===== src/verilog/swgf_pkg.sv =====
// Shared constants and types for the switch grant and flow signalling block
`default_nettype none
package swgf_pkg;
  localparam int LANES = 8;
  localparam int GRANT_W = 2;
  localparam int PRIO_N = 3;
  localparam int CONN_N = 2;
  localparam int STATUS_SLOTS = 16;
  localparam int SPACE_W = 8;
  localparam int RATE_W = 16;
  // Multicast grant codes
  localparam logic [1:0] MC_NONE = 2'h0;
  localparam logic [1:0] MC_P01 = 2'h1;
  localparam logic [1:0] MC_P2 = 2'h2;
  localparam logic [1:0] MC_ALL = 2'h3;
  // Multicast grant bit positions
  localparam int MC_HI_BIT = 0;
  localparam int MC_LO_BIT = 1;
  // Priority masks, bit n set when priority n may be sent
  localparam logic [2:0] PRIO_MASK_NONE = 3'h0;
  localparam logic [2:0] PRIO_MASK_P01 = 3'h3;
  localparam logic [2:0] PRIO_MASK_P2 = 3'h4;
  localparam logic [2:0] PRIO_MASK_ALL = 3'h7;
  localparam logic [1:0] PRIO_LOW = 2'h2;
  // Reset values
  localparam logic [7:0] LANE_IDLE = 8'h00;
  localparam logic [1:0] GRANT_RST = 2'h0;
  localparam logic SEND_GRANT_RST = 1'b0;
  localparam logic [3:0] SLOT_RST = 4'h0;
  // Unicast grant interpretation
  typedef enum logic {UC_SPLIT, UC_COMBINED} swgf_uc_mode_t;
endpackage
`default_nettype wire


===== src/verilog/swgf_grant_if.sv =====
// Decoded grant state passed from a grant port to the lane logic
`timescale 1ns/1ps
`default_nettype none
interface swgf_grant_if;
  logic uc_hi;
  logic uc_lo;
  logic mc_hi;
  logic mc_lo;
  logic [2:0] mc_prio;
  modport grant (output uc_hi, output uc_lo, output mc_hi, output mc_lo,
    output mc_prio);
  modport user (input uc_hi, input uc_lo, input mc_hi, input mc_lo,
    input mc_prio);
endinterface
`default_nettype wire


===== src/verilog/swgf_grant_port.sv =====
// Grant sampling, decoding and send-grant generation for one connection
`timescale 1ns/1ps
`default_nettype none
module swgf_grant_port (
  input wire logic clock, // System clock
  input wire logic sys_rst, // Synchronous reset
  input wire logic grant_tick, // Twice-switch-clock sample strobe
  input wire logic [1:0] unicast_grant, // Unicast grant from fabric
  input wire logic [1:0] multicast_grant, // Multicast grant from fabric
  input wire swgf_pkg::swgf_uc_mode_t uc_mode, // Grant bit meaning
  input wire logic [7:0] rx_space, // Free receive cell slots
  input wire logic [7:0] rx_space_min, // Least slots for able
  output logic send_grant, // High when able to accept cells
  swgf_grant_if.grant gi // Decoded grants
);
  logic [1:0] uc_q, uc_d;
  logic [1:0] mc_q, mc_d;
  logic sg_q, sg_d;

  function automatic logic [2:0] mc_decode(input logic [1:0] code);
    unique case (code)
      swgf_pkg::MC_NONE: mc_decode = swgf_pkg::PRIO_MASK_NONE;
      swgf_pkg::MC_P01: mc_decode = swgf_pkg::PRIO_MASK_P01;
      swgf_pkg::MC_P2: mc_decode = swgf_pkg::PRIO_MASK_P2;
      swgf_pkg::MC_ALL: mc_decode = swgf_pkg::PRIO_MASK_ALL;
    endcase
  endfunction

  // Grants only move on the double-rate strobe
  always_comb
  begin
    uc_d = uc_q;
    mc_d = mc_q;
    sg_d = sg_q;
    if (grant_tick)
    begin
      uc_d = unicast_grant;
      mc_d = multicast_grant;
      sg_d = (rx_space >= rx_space_min);
    end
  end

  always_ff @(posedge clock)
  begin
    if (sys_rst)
    begin
      uc_q <= swgf_pkg::GRANT_RST;
      mc_q <= swgf_pkg::GRANT_RST;
      sg_q <= swgf_pkg::SEND_GRANT_RST;
    end
    else
    begin
      uc_q <= uc_d;
      mc_q <= mc_d;
      sg_q <= sg_d;
    end
  end

  assign send_grant = sg_q;
  // Combined mode lets bit 0 gate both classes
  assign gi.uc_hi = uc_q[0];
  assign gi.uc_lo = (uc_mode == swgf_pkg::UC_COMBINED) ? uc_q[0] : uc_q[1];
  assign gi.mc_hi = mc_q[swgf_pkg::MC_HI_BIT];
  assign gi.mc_lo = mc_q[swgf_pkg::MC_LO_BIT];
  assign gi.mc_prio = mc_decode(mc_q);
endmodule
`default_nettype wire


===== src/verilog/swgf_lane_port.sv =====
// Lane word transmit gating and receive capture for one connection
`timescale 1ns/1ps
`default_nettype none
module swgf_lane_port #(
  parameter int LANES = swgf_pkg::LANES
) (
  input wire logic clock, // System clock
  input wire logic sys_rst, // Synchronous reset
  input wire logic lane_tick, // Eight-times-switch-clock lane strobe
  input wire logic [LANES-1:0] tx_word, // One bit per lane
  input wire logic tx_valid, // Word offered
  input wire logic tx_mc, // Word belongs to a multicast cell
  input wire logic [1:0] tx_prio, // Cell priority 0..2
  output logic tx_ready, // Word taken this cycle
  output logic [LANES-1:0] tx_lanes, // Lane outputs
  input wire logic [LANES-1:0] rx_lanes, // Lane inputs
  output logic [LANES-1:0] rx_word, // Captured lane word
  output logic rx_word_valid, // Pulse per captured word
  swgf_grant_if.user gi // Decoded grants
);
  logic permit;
  logic [LANES-1:0] tx_q, tx_d, rx_q, rx_d;
  logic rv_q, rv_d;

  // Priority 3 does not exist and is never sent
  always_comb
  begin
    permit = 1'b0;
    if (tx_prio <= swgf_pkg::PRIO_LOW)
    begin
      if (tx_mc)
        permit = gi.mc_prio[tx_prio] &
          ((tx_prio == swgf_pkg::PRIO_LOW) ? gi.mc_lo : gi.mc_hi);
      else
        permit = (tx_prio == swgf_pkg::PRIO_LOW) ? gi.uc_lo : gi.uc_hi;
    end
  end

  assign tx_ready = lane_tick & permit;

  always_comb
  begin
    tx_d = tx_q;
    rx_d = rx_q;
    rv_d = 1'b0;
    if (lane_tick)
    begin
      tx_d = (tx_valid & permit) ? tx_word : LANES'(swgf_pkg::LANE_IDLE);
      rx_d = rx_lanes;
      rv_d = 1'b1;
    end
  end

  always_ff @(posedge clock)
  begin
    if (sys_rst)
    begin
      tx_q <= LANES'(swgf_pkg::LANE_IDLE);
      rx_q <= LANES'(swgf_pkg::LANE_IDLE);
      rv_q <= 1'b0;
    end
    else
    begin
      tx_q <= tx_d;
      rx_q <= rx_d;
      rv_q <= rv_d;
    end
  end

  assign tx_lanes = tx_q;
  assign rx_word = rx_q;
  assign rx_word_valid = rv_q;
endmodule
`default_nettype wire


===== src/verilog/swgf_top.sv =====
// Fabric grant, lane, ingress threshold and peer status signalling top
`timescale 1ns/1ps
`default_nettype none
module swgf_top #(
  parameter int LANES = swgf_pkg::LANES,
  parameter int SLOTS = swgf_pkg::STATUS_SLOTS,
  parameter int SPACE_W = swgf_pkg::SPACE_W,
  parameter int RATE_W = swgf_pkg::RATE_W
) (
  input wire logic clock, // 200 MHz system clock
  input wire logic sys_rst, // Synchronous reset, active high
  input wire logic lane_tick, // Lane bit strobe
  input wire logic grant_tick, // Grant sample strobe
  input wire swgf_pkg::swgf_uc_mode_t uc_mode, // Unicast grant mode
  input wire logic [1:0] unicast_grant_a, // Unicast grant, A
  input wire logic [1:0] unicast_grant_b, // Unicast grant, B
  input wire logic [1:0] multicast_grant_a, // Multicast grant, A
  input wire logic [1:0] multicast_grant_b, // Multicast grant, B
  output logic send_grant_a, // Able to receive on A
  output logic send_grant_b, // Able to receive on B
  input wire logic [SPACE_W-1:0] rx_space_a, // Free receive slots, A
  input wire logic [SPACE_W-1:0] rx_space_b, // Free receive slots, B
  input wire logic [SPACE_W-1:0] rx_space_min, // Slots needed for able
  output logic [LANES-1:0] cell_tx_lanes_a, // Output lanes, A
  output logic [LANES-1:0] cell_tx_lanes_b, // Output lanes, B
  input wire logic [LANES-1:0] cell_rx_lanes_a, // Input lanes, A
  input wire logic [LANES-1:0] cell_rx_lanes_b, // Input lanes, B
  input wire logic [LANES-1:0] tx_word_a, // Lane word to send, A
  input wire logic [LANES-1:0] tx_word_b, // Lane word to send, B
  input wire logic tx_valid_a, // Word offered, A
  input wire logic tx_valid_b, // Word offered, B
  input wire logic tx_mc_a, // Multicast word, A
  input wire logic tx_mc_b, // Multicast word, B
  input wire logic [1:0] tx_prio_a, // Word priority, A
  input wire logic [1:0] tx_prio_b, // Word priority, B
  output logic tx_ready_a, // Word taken, A
  output logic tx_ready_b, // Word taken, B
  output logic [LANES-1:0] rx_word_a, // Received lane word, A
  output logic [LANES-1:0] rx_word_b, // Received lane word, B
  output logic rx_word_valid_a, // Received word pulse, A
  output logic rx_word_valid_b, // Received word pulse, B
  input wire logic [SPACE_W-1:0] free_q_count, // Ingress free buffers
  input wire logic [SPACE_W-1:0] free_q_threshold, // Free queue limit
  output logic ingress_buffers_low, // Free queue threshold exceeded
  input wire logic status_tick, // One status slot per strobe
  input wire logic sync_source, // This device makes the sync
  input wire logic [$clog2(SLOTS)-1:0] my_slot, // Own status slot
  input wire logic [RATE_W-1:0] egress_rate_avg, // Egress rate average
  input wire logic [RATE_W-1:0] egress_rate_limit, // Rate threshold
  input wire logic peer_status_frame_sync_in, // Sync line level
  output logic peer_status_frame_sync_out, // Sync drive value
  output logic peer_status_frame_sync_oe, // Sync driver enable
  input wire logic peer_status_line_in, // Status line level
  output logic peer_status_line_out, // Status drive value
  output logic peer_status_line_oe, // Status driver enable
  output logic [SLOTS-1:0] peer_congested // Last status bit per slot
);
  localparam int SW = $clog2(SLOTS);
  localparam logic [SW-1:0] LAST_SLOT = SW'(SLOTS - 1);

  logic [1:0][1:0] ucg, mcg, prio;
  logic [1:0][LANES-1:0] txw, txl, rxl, rxw;
  logic [1:0][SPACE_W-1:0] space;
  logic [1:0] sg, txv, txmc, txr, rxv;

  assign ucg = {unicast_grant_b, unicast_grant_a};
  assign mcg = {multicast_grant_b, multicast_grant_a};
  assign prio = {tx_prio_b, tx_prio_a};
  assign txw = {tx_word_b, tx_word_a};
  assign rxl = {cell_rx_lanes_b, cell_rx_lanes_a};
  assign space = {rx_space_b, rx_space_a};
  assign txv = {tx_valid_b, tx_valid_a};
  assign txmc = {tx_mc_b, tx_mc_a};

  // Both connections are identical apart from their pins
  for (genvar c = 0; c < swgf_pkg::CONN_N; c++)
  begin : g_conn
    swgf_grant_if gif ();

    swgf_grant_port u_grant (
      .clock(clock),
      .sys_rst(sys_rst),
      .grant_tick(grant_tick),
      .unicast_grant(ucg[c]),
      .multicast_grant(mcg[c]),
      .uc_mode(uc_mode),
      .rx_space(space[c]),
      .rx_space_min(rx_space_min),
      .send_grant(sg[c]),
      .gi(gif.grant)
    );

    swgf_lane_port #(.LANES(LANES)) u_lane (
      .clock(clock),
      .sys_rst(sys_rst),
      .lane_tick(lane_tick),
      .tx_word(txw[c]),
      .tx_valid(txv[c]),
      .tx_mc(txmc[c]),
      .tx_prio(prio[c]),
      .tx_ready(txr[c]),
      .tx_lanes(txl[c]),
      .rx_lanes(rxl[c]),
      .rx_word(rxw[c]),
      .rx_word_valid(rxv[c]),
      .gi(gif.user)
    );
  end

  assign send_grant_a = sg[0];
  assign send_grant_b = sg[1];
  assign cell_tx_lanes_a = txl[0];
  assign cell_tx_lanes_b = txl[1];
  assign tx_ready_a = txr[0];
  assign tx_ready_b = txr[1];
  assign rx_word_a = rxw[0];
  assign rx_word_b = rxw[1];
  assign rx_word_valid_a = rxv[0];
  assign rx_word_valid_b = rxv[1];

  // Ingress threshold and peer status time-division bus
  logic thr_q, thr_d;
  logic over_q, over_d;
  logic [SW-1:0] slot_q, slot_d;
  logic sync_q, sync_d;
  logic sync_oe_q, sync_oe_d;
  logic line_q, line_d;
  logic line_oe_q, line_oe_d;
  logic [SLOTS-1:0] cong_q, cong_d;
  logic [SW-1:0] next_slot;

  always_comb
  begin
    thr_d = (free_q_count > free_q_threshold);
    over_d = (egress_rate_avg > egress_rate_limit);
    slot_d = slot_q;
    sync_d = 1'b0;
    line_d = line_q;
    line_oe_d = line_oe_q;
    cong_d = cong_q;
    next_slot = (slot_q == LAST_SLOT) ? swgf_pkg::SLOT_RST : slot_q + 1'b1;
    sync_oe_d = sync_source;
    if (status_tick)
    begin
      // Followers realign on each observed sync pulse
      if (!sync_source && peer_status_frame_sync_in)
        slot_d = swgf_pkg::SLOT_RST;
      else
        slot_d = next_slot;
      sync_d = sync_source && (next_slot == swgf_pkg::SLOT_RST);
      line_oe_d = (slot_d == my_slot);
      line_d = (slot_d == my_slot) ? over_q : 1'b0;
      // Record the bit that stood in the slot just ending
      cong_d[slot_q] = peer_status_line_in;
    end
  end

  always_ff @(posedge clock)
  begin
    if (sys_rst)
    begin
      thr_q <= 1'b0;
      over_q <= 1'b0;
      slot_q <= swgf_pkg::SLOT_RST;
      sync_q <= 1'b0;
      sync_oe_q <= 1'b0;
      line_q <= 1'b0;
      line_oe_q <= 1'b0;
      cong_q <= '0;
    end
    else
    begin
      thr_q <= thr_d;
      over_q <= over_d;
      slot_q <= slot_d;
      sync_q <= sync_d;
      sync_oe_q <= sync_oe_d;
      line_q <= line_d;
      line_oe_q <= line_oe_d;
      cong_q <= cong_d;
    end
  end

  assign ingress_buffers_low = thr_q;
  assign peer_status_frame_sync_out = sync_q & sync_oe_q;
  assign peer_status_frame_sync_oe = sync_oe_q;
  assign peer_status_line_out = line_q & line_oe_q;
  assign peer_status_line_oe = line_oe_q;
  assign peer_congested = cong_q;
endmodule
`default_nettype wire


===== config.mk =====
export PLATFORM = sky130hd
export DESIGN_NAME = swgf_top
export DESIGN_NICKNAME = d
export VERILOG_FILES = /design/src/verilog/swgf_pkg.sv /design/src/verilog/swgf_grant_if.sv /design/src/verilog/swgf_grant_port.sv /design/src/verilog/swgf_lane_port.sv /design/src/verilog/swgf_top.sv
export SDC_FILE = /design/constraint.sdc
export NUM_CORES = 1
export LEC_CHECK = 0
export BUFFER_PORTS_ARGS = -buffer_cell sky130_fd_sc_hd__buf_2
export CAP_MARGIN = 0
export CORE_MARGIN = 4
export CORE_UTILIZATION = 50
export DETAILED_ROUTE_END_ITERATION = 8
export GPL_ROUTABILITY_DRIVEN = 1
export MAX_ROUTING_LAYER = met4
export PLACE_DENSITY = 0.87
export RECOVER_POWER = 25
export SLEW_MARGIN = 25
export SYNTH_ARGS = -nofsm -noshare
export SYNTH_HDL_FRONTEND = slang
export SYNTH_SLANG_ARGS = --single-unit

===== constraint.sdc =====
create_clock -name clock -period 5.41 [get_ports clock]
set_input_delay 1.3525 -clock clock [delete_from_list [all_inputs] [get_ports clock]]
set_output_delay 1.3525 -clock clock [all_outputs]
set_load 0.01 [all_outputs]

==> summary.txt <==
CTS
  • Clock tree from TritonCTS: yes
  • Clk_lat worst skew: 0.34 ns
  • H-tree depth reported by CTS: 3
  • CTS resizes: 0
  • CTS root buffer: sky130_fd_sc_hd__clkbuf_8
  • CTS max path bufs: 2
  • Clock transition time at the flip-flop clock pins of the worst setup and hold paths: 0.07 ns
  • Number of clock buffers inserted by TritonCTS: 9
  • Post-CTS setup-driven buffer insertion count: 0
  • Sinks on the clock net: 69
  • Hold-fix buffers, CTS: 0

STA
  • Worst Max-Slew Pin Slew: 2.83 ns
  • Fmax achieved: 274 MHz
  • Sum Neg Setup Slack: 0 ns
  • Period Utilization, post-route: 67.4%
  • Setup violation total in the final timing report: 0
  • Tightest slew margin relative to the limit: -88.8%
  • Final worst path period need: 3.65 ns
  • Final-report hold violation count: 0
  • Final count of pins violating max slew: 70
  • Unrepaired setup endpoints after global routing: false
  • Fin Clk Skew: 0.0104 ns

Global routing
  • Busiest layer in global routing: met2
  • Met3 usage in global routing: 6.47%
  • M2 GR Usage: 39.2%
  • Global routing usage summed across all routing layers: 21.9%
  • Number of global-route vias before repair: 3518
  • Largest net degree at the start of global routing: 70
  • Initial antenna violation count: 0
  • First-pass GRT wire length: 15.2 mm
  • Remaining Overflow, GRT: 0
  • Met1 capacity usage during global routing: 23.8%

Logic synthesis
  • Top cells by area, synth: sky130_fd_sc_hd__dfxtp_1 (36%), sky130_fd_sc_hd__ha_1 (14%), sky130_fd_sc_hd__mux2i_1 (12%), sky130_fd_sc_hd__nor2_1 (6.8%), sky130_fd_sc_hd__inv_1 (4.1%)
  • Number of warning messages in the yosys log: 0
  • Synth Cell Area: 3810 µm²
  • Top-area cell type share of the netlist area: 36.3%
  • Cell variety after synth: 38
  • Mapped Nets: 608
  • Avg Inst Size Synth: 8.83 µm²
  • Library cell occupying the most area in the post-synthesis netlist: sky130_fd_sc_hd__dfxtp_1
  • Flops & latches, synth: 69
  • Sequential share of the synthesized area: 36.3%
  • Post-Synthesis Cells: 431

Finish
  • Layout cell share with drive strength beyond 1: 34.4%
  • Inserted Diodes: 0
  • Fraction of the core area covered by cells at the end of the flow: 68.2%
  • Most common cell after layout, fill and taps aside: sky130_fd_sc_hd__buf_2
  • Final-stage net count: 792
  • Area growth syn-to-layout: 31.2%
  • Commonest cells after routing, fill and taps aside: sky130_fd_sc_hd__buf_2 (191), sky130_fd_sc_hd__nor2_1 (69), sky130_fd_sc_hd__dfxtp_1 (69)

Die
  • Die extent in y: 95.3 µm
  • Die X-Extent: 95.3 µm
  • Effective utilization at floorplan: 51.9%
  • Area of the core: 7330 µm²
  • Num rows: 31
  • Ports: 192
  • Die Outline Area: 9070 µm²

Detailed routing
  • Post-detailed-route via-to-cell ratio: 5.03
  • DRC: 0
  • Avg WL per Cell: 13.6 µm
  • TritonRoute pass-1 iters: 4
  • Wire length reported by the detailed router: 9.79 mm
  • Via count: 3620
  • Initial DRC count: 91
  • Detail Route Antenna Nets: 0

Setup path
  • Launching element of the worst setup path: lane_tick
  • Sort of element at the end of the critical path: primary output
  • Worst-case reg-to-reg path depth: 6
  • Arrival time at the worst endpoint: 2.30 ns
  • Endpoint of the worst-slack reg-to-reg timing path: line_q
  • Worst R2R Start: slot_q[0]
  • Slack of the worst reg-to-reg path: 3.42 ns
  • Destination of the critical timing path: tx_ready_b
  • Crit Path Class: in2out
  • Type of origin of the critical path: input port
  • Critical path fanouts, max: 19
  • Worst EP required: 4.06 ns

Placed design
  • Number of buffer cells added on primary ports: 191
  • Routability Congestion: 0.875
  • HPWL after detailed placement: 7.99 mm

Worst hold path
  • Min-Delay Path Class: reg2reg

Pwr
  • Power density relative to cell area: 231 nW/µm²
  • VDD IR-drop max: 0.185 mV
  • Pleak: 2.80 nW
  • Tot Pwr: 1.15 mW

Status
  • Result of the run: complete, but fails checks
  • Failing checks: max-capacitance violations, max-slew violations

Run
  • Reported max-cap violation count: 1
[sequential cells by signal, indices dropped and copies added (netlist names)]
| signal | count |
|---|---|
| over_q | 1 |
| peer_congested | 16 |
| g_conn.u_grant.uc_q | 4 |
| line_q | 1 |
| g_conn.u_grant.mc_q | 4 |
| peer_status_frame_sync_oe | 1 |
| g_conn.u_grant.send_grant | 2 |
| slot_q | 4 |
| sync_q | 1 |
| g_conn.u_lane.rx_word_valid | 1 |
| g_conn.u_lane.rx_word | 16 |
| g_conn.u_lane.tx_lanes | 16 |
| ingress_buffers_low | 1 |
| peer_status_line_oe | 1 |
[Yosys cell counts]
| master | instances |
|---|---|
| sky130_fd_sc_hd__dfxtp_1 | 69 |
| sky130_fd_sc_hd__nor2_1 | 69 |
| sky130_fd_sc_hd__mux2i_1 | 46 |
| sky130_fd_sc_hd__ha_1 | 44 |
| sky130_fd_sc_hd__inv_1 | 42 |
| sky130_fd_sc_hd__a21oi_1 | 30 |
| sky130_fd_sc_hd__nor2b_1 | 25 |
| sky130_fd_sc_hd__nand3_1 | 18 |
| sky130_fd_sc_hd__a21o_1 | 10 |
| sky130_fd_sc_hd__clkbuf_1 | 9 |
| sky130_fd_sc_hd__nand2b_1 | 6 |
| sky130_fd_sc_hd__nand2_1 | 5 |
| sky130_fd_sc_hd__o211ai_1 | 5 |
| sky130_fd_sc_hd__a31oi_1 | 4 |
| sky130_fd_sc_hd__buf_1 | 4 |
| sky130_fd_sc_hd__buf_2 | 4 |
| sky130_fd_sc_hd__nand4_1 | 4 |
| sky130_fd_sc_hd__nor3_1 | 4 |
| sky130_fd_sc_hd__xnor2_1 | 4 |
| sky130_fd_sc_hd__a211oi_1 | 3 |
| sky130_fd_sc_hd__a211o_1 | 2 |
| sky130_fd_sc_hd__a211oi_2 | 2 |
| sky130_fd_sc_hd__and2_1 | 2 |
| sky130_fd_sc_hd__and4_1 | 2 |
| sky130_fd_sc_hd__buf_6 | 2 |
| sky130_fd_sc_hd__mux2_1 | 2 |
| sky130_fd_sc_hd__o21a_1 | 2 |
| sky130_fd_sc_hd__o21ai_0 | 2 |
| sky130_fd_sc_hd__a2111oi_4 | 1 |
| sky130_fd_sc_hd__a221oi_1 | 1 |
| sky130_fd_sc_hd__and2_4 | 1 |
| sky130_fd_sc_hd__and2b_1 | 1 |
| sky130_fd_sc_hd__buf_4 | 1 |
| sky130_fd_sc_hd__inv_2 | 1 |
| sky130_fd_sc_hd__o21bai_1 | 1 |
| sky130_fd_sc_hd__o22ai_1 | 1 |
| sky130_fd_sc_hd__o31ai_1 | 1 |
| sky130_fd_sc_hd__o32ai_1 | 1 |
[per-layer routing]
layer / part of all wire [%] / vias up
met2: 53 / 123
met5: 0 / -
li1: - / 1822
met1: 39 / 1667
met3: 7.3 / 8
met4: 0.75 / 0
[where the power goes]
part / internal [mW] / switching, mW
logic: 0.100 / 0.101
registers: 0.526 / 0.0110
clock network: 0.214 / 0.200
total: 0.841 / 0.312
[kinds of logic (layout without fill, tap and decap cells)]
logic type                 count (synthesis)  in the layout  share of synthesized area (%)
xor gates and xnor gates                   4              4                          0.920
AOI/OAI and AO/OA                         66             66                           11.7
DFF                                       69             69                           36.3
and+or+nand+nor                          137            137                           17.2
buffers and inverters                     63            252                           6.84
adders and majority gates                 44             44                           14.5
muxes                                     48             48                           12.7
[worst max-delay path, cell delays in order]
cell,delay [ns]
sky130_fd_sc_hd__buf_2,0.38
sky130_fd_sc_hd__o211ai_1,0.22
sky130_fd_sc_hd__a21oi_1,0.18
sky130_fd_sc_hd__buf_2,0.15
[final cells by class]
| type | count | area (µm²) |
|---|---|---|
| clock buffers | 9 | 124 |
| inverters | 43 | 161 |
| flip-flops and latches | 69 | 1380 |
| clock inverters | 7 | 72.6 |
| well taps | 99 | 124 |
| repair buffers | 193 | 967 |
| multi-input cells | 299 | 2170 |
| fillers | 594 | 2330 |
[worst min-delay path by stage]
| stage | from | end | slack, ns | cells after the start |
|---|---|---|---|---|
| floorplan | over_q | line_q | 0.44 | 2 |
| global placement | peer_status_line_oe | peer_status_line_oe | 0.46 | 2 |
| detailed placement | peer_status_line_oe | peer_status_line_oe | 0.48 | 2 |
| CTS | peer_status_line_oe | peer_status_line_oe | 0.49 | 2 |
| global route | over_q | line_q | 0.50 | 2 |
| finish | peer_status_line_oe | peer_status_line_oe | 0.49 | 2 |
[stage by stage]
step	std cells	worst slack, ns	instance area (µm²)	hold slack [ns]
after floorplan	431	2.09	3810	0.436
after global placement	703	1.78	4800	0.464
after detailed placement	703	1.78	4800	0.475
after CTS	719	1.77	5000	0.488
after global routing	719	1.45	5000	0.504
final	719	1.76	5000	0.486
Power figures use the tool's default switching activity.
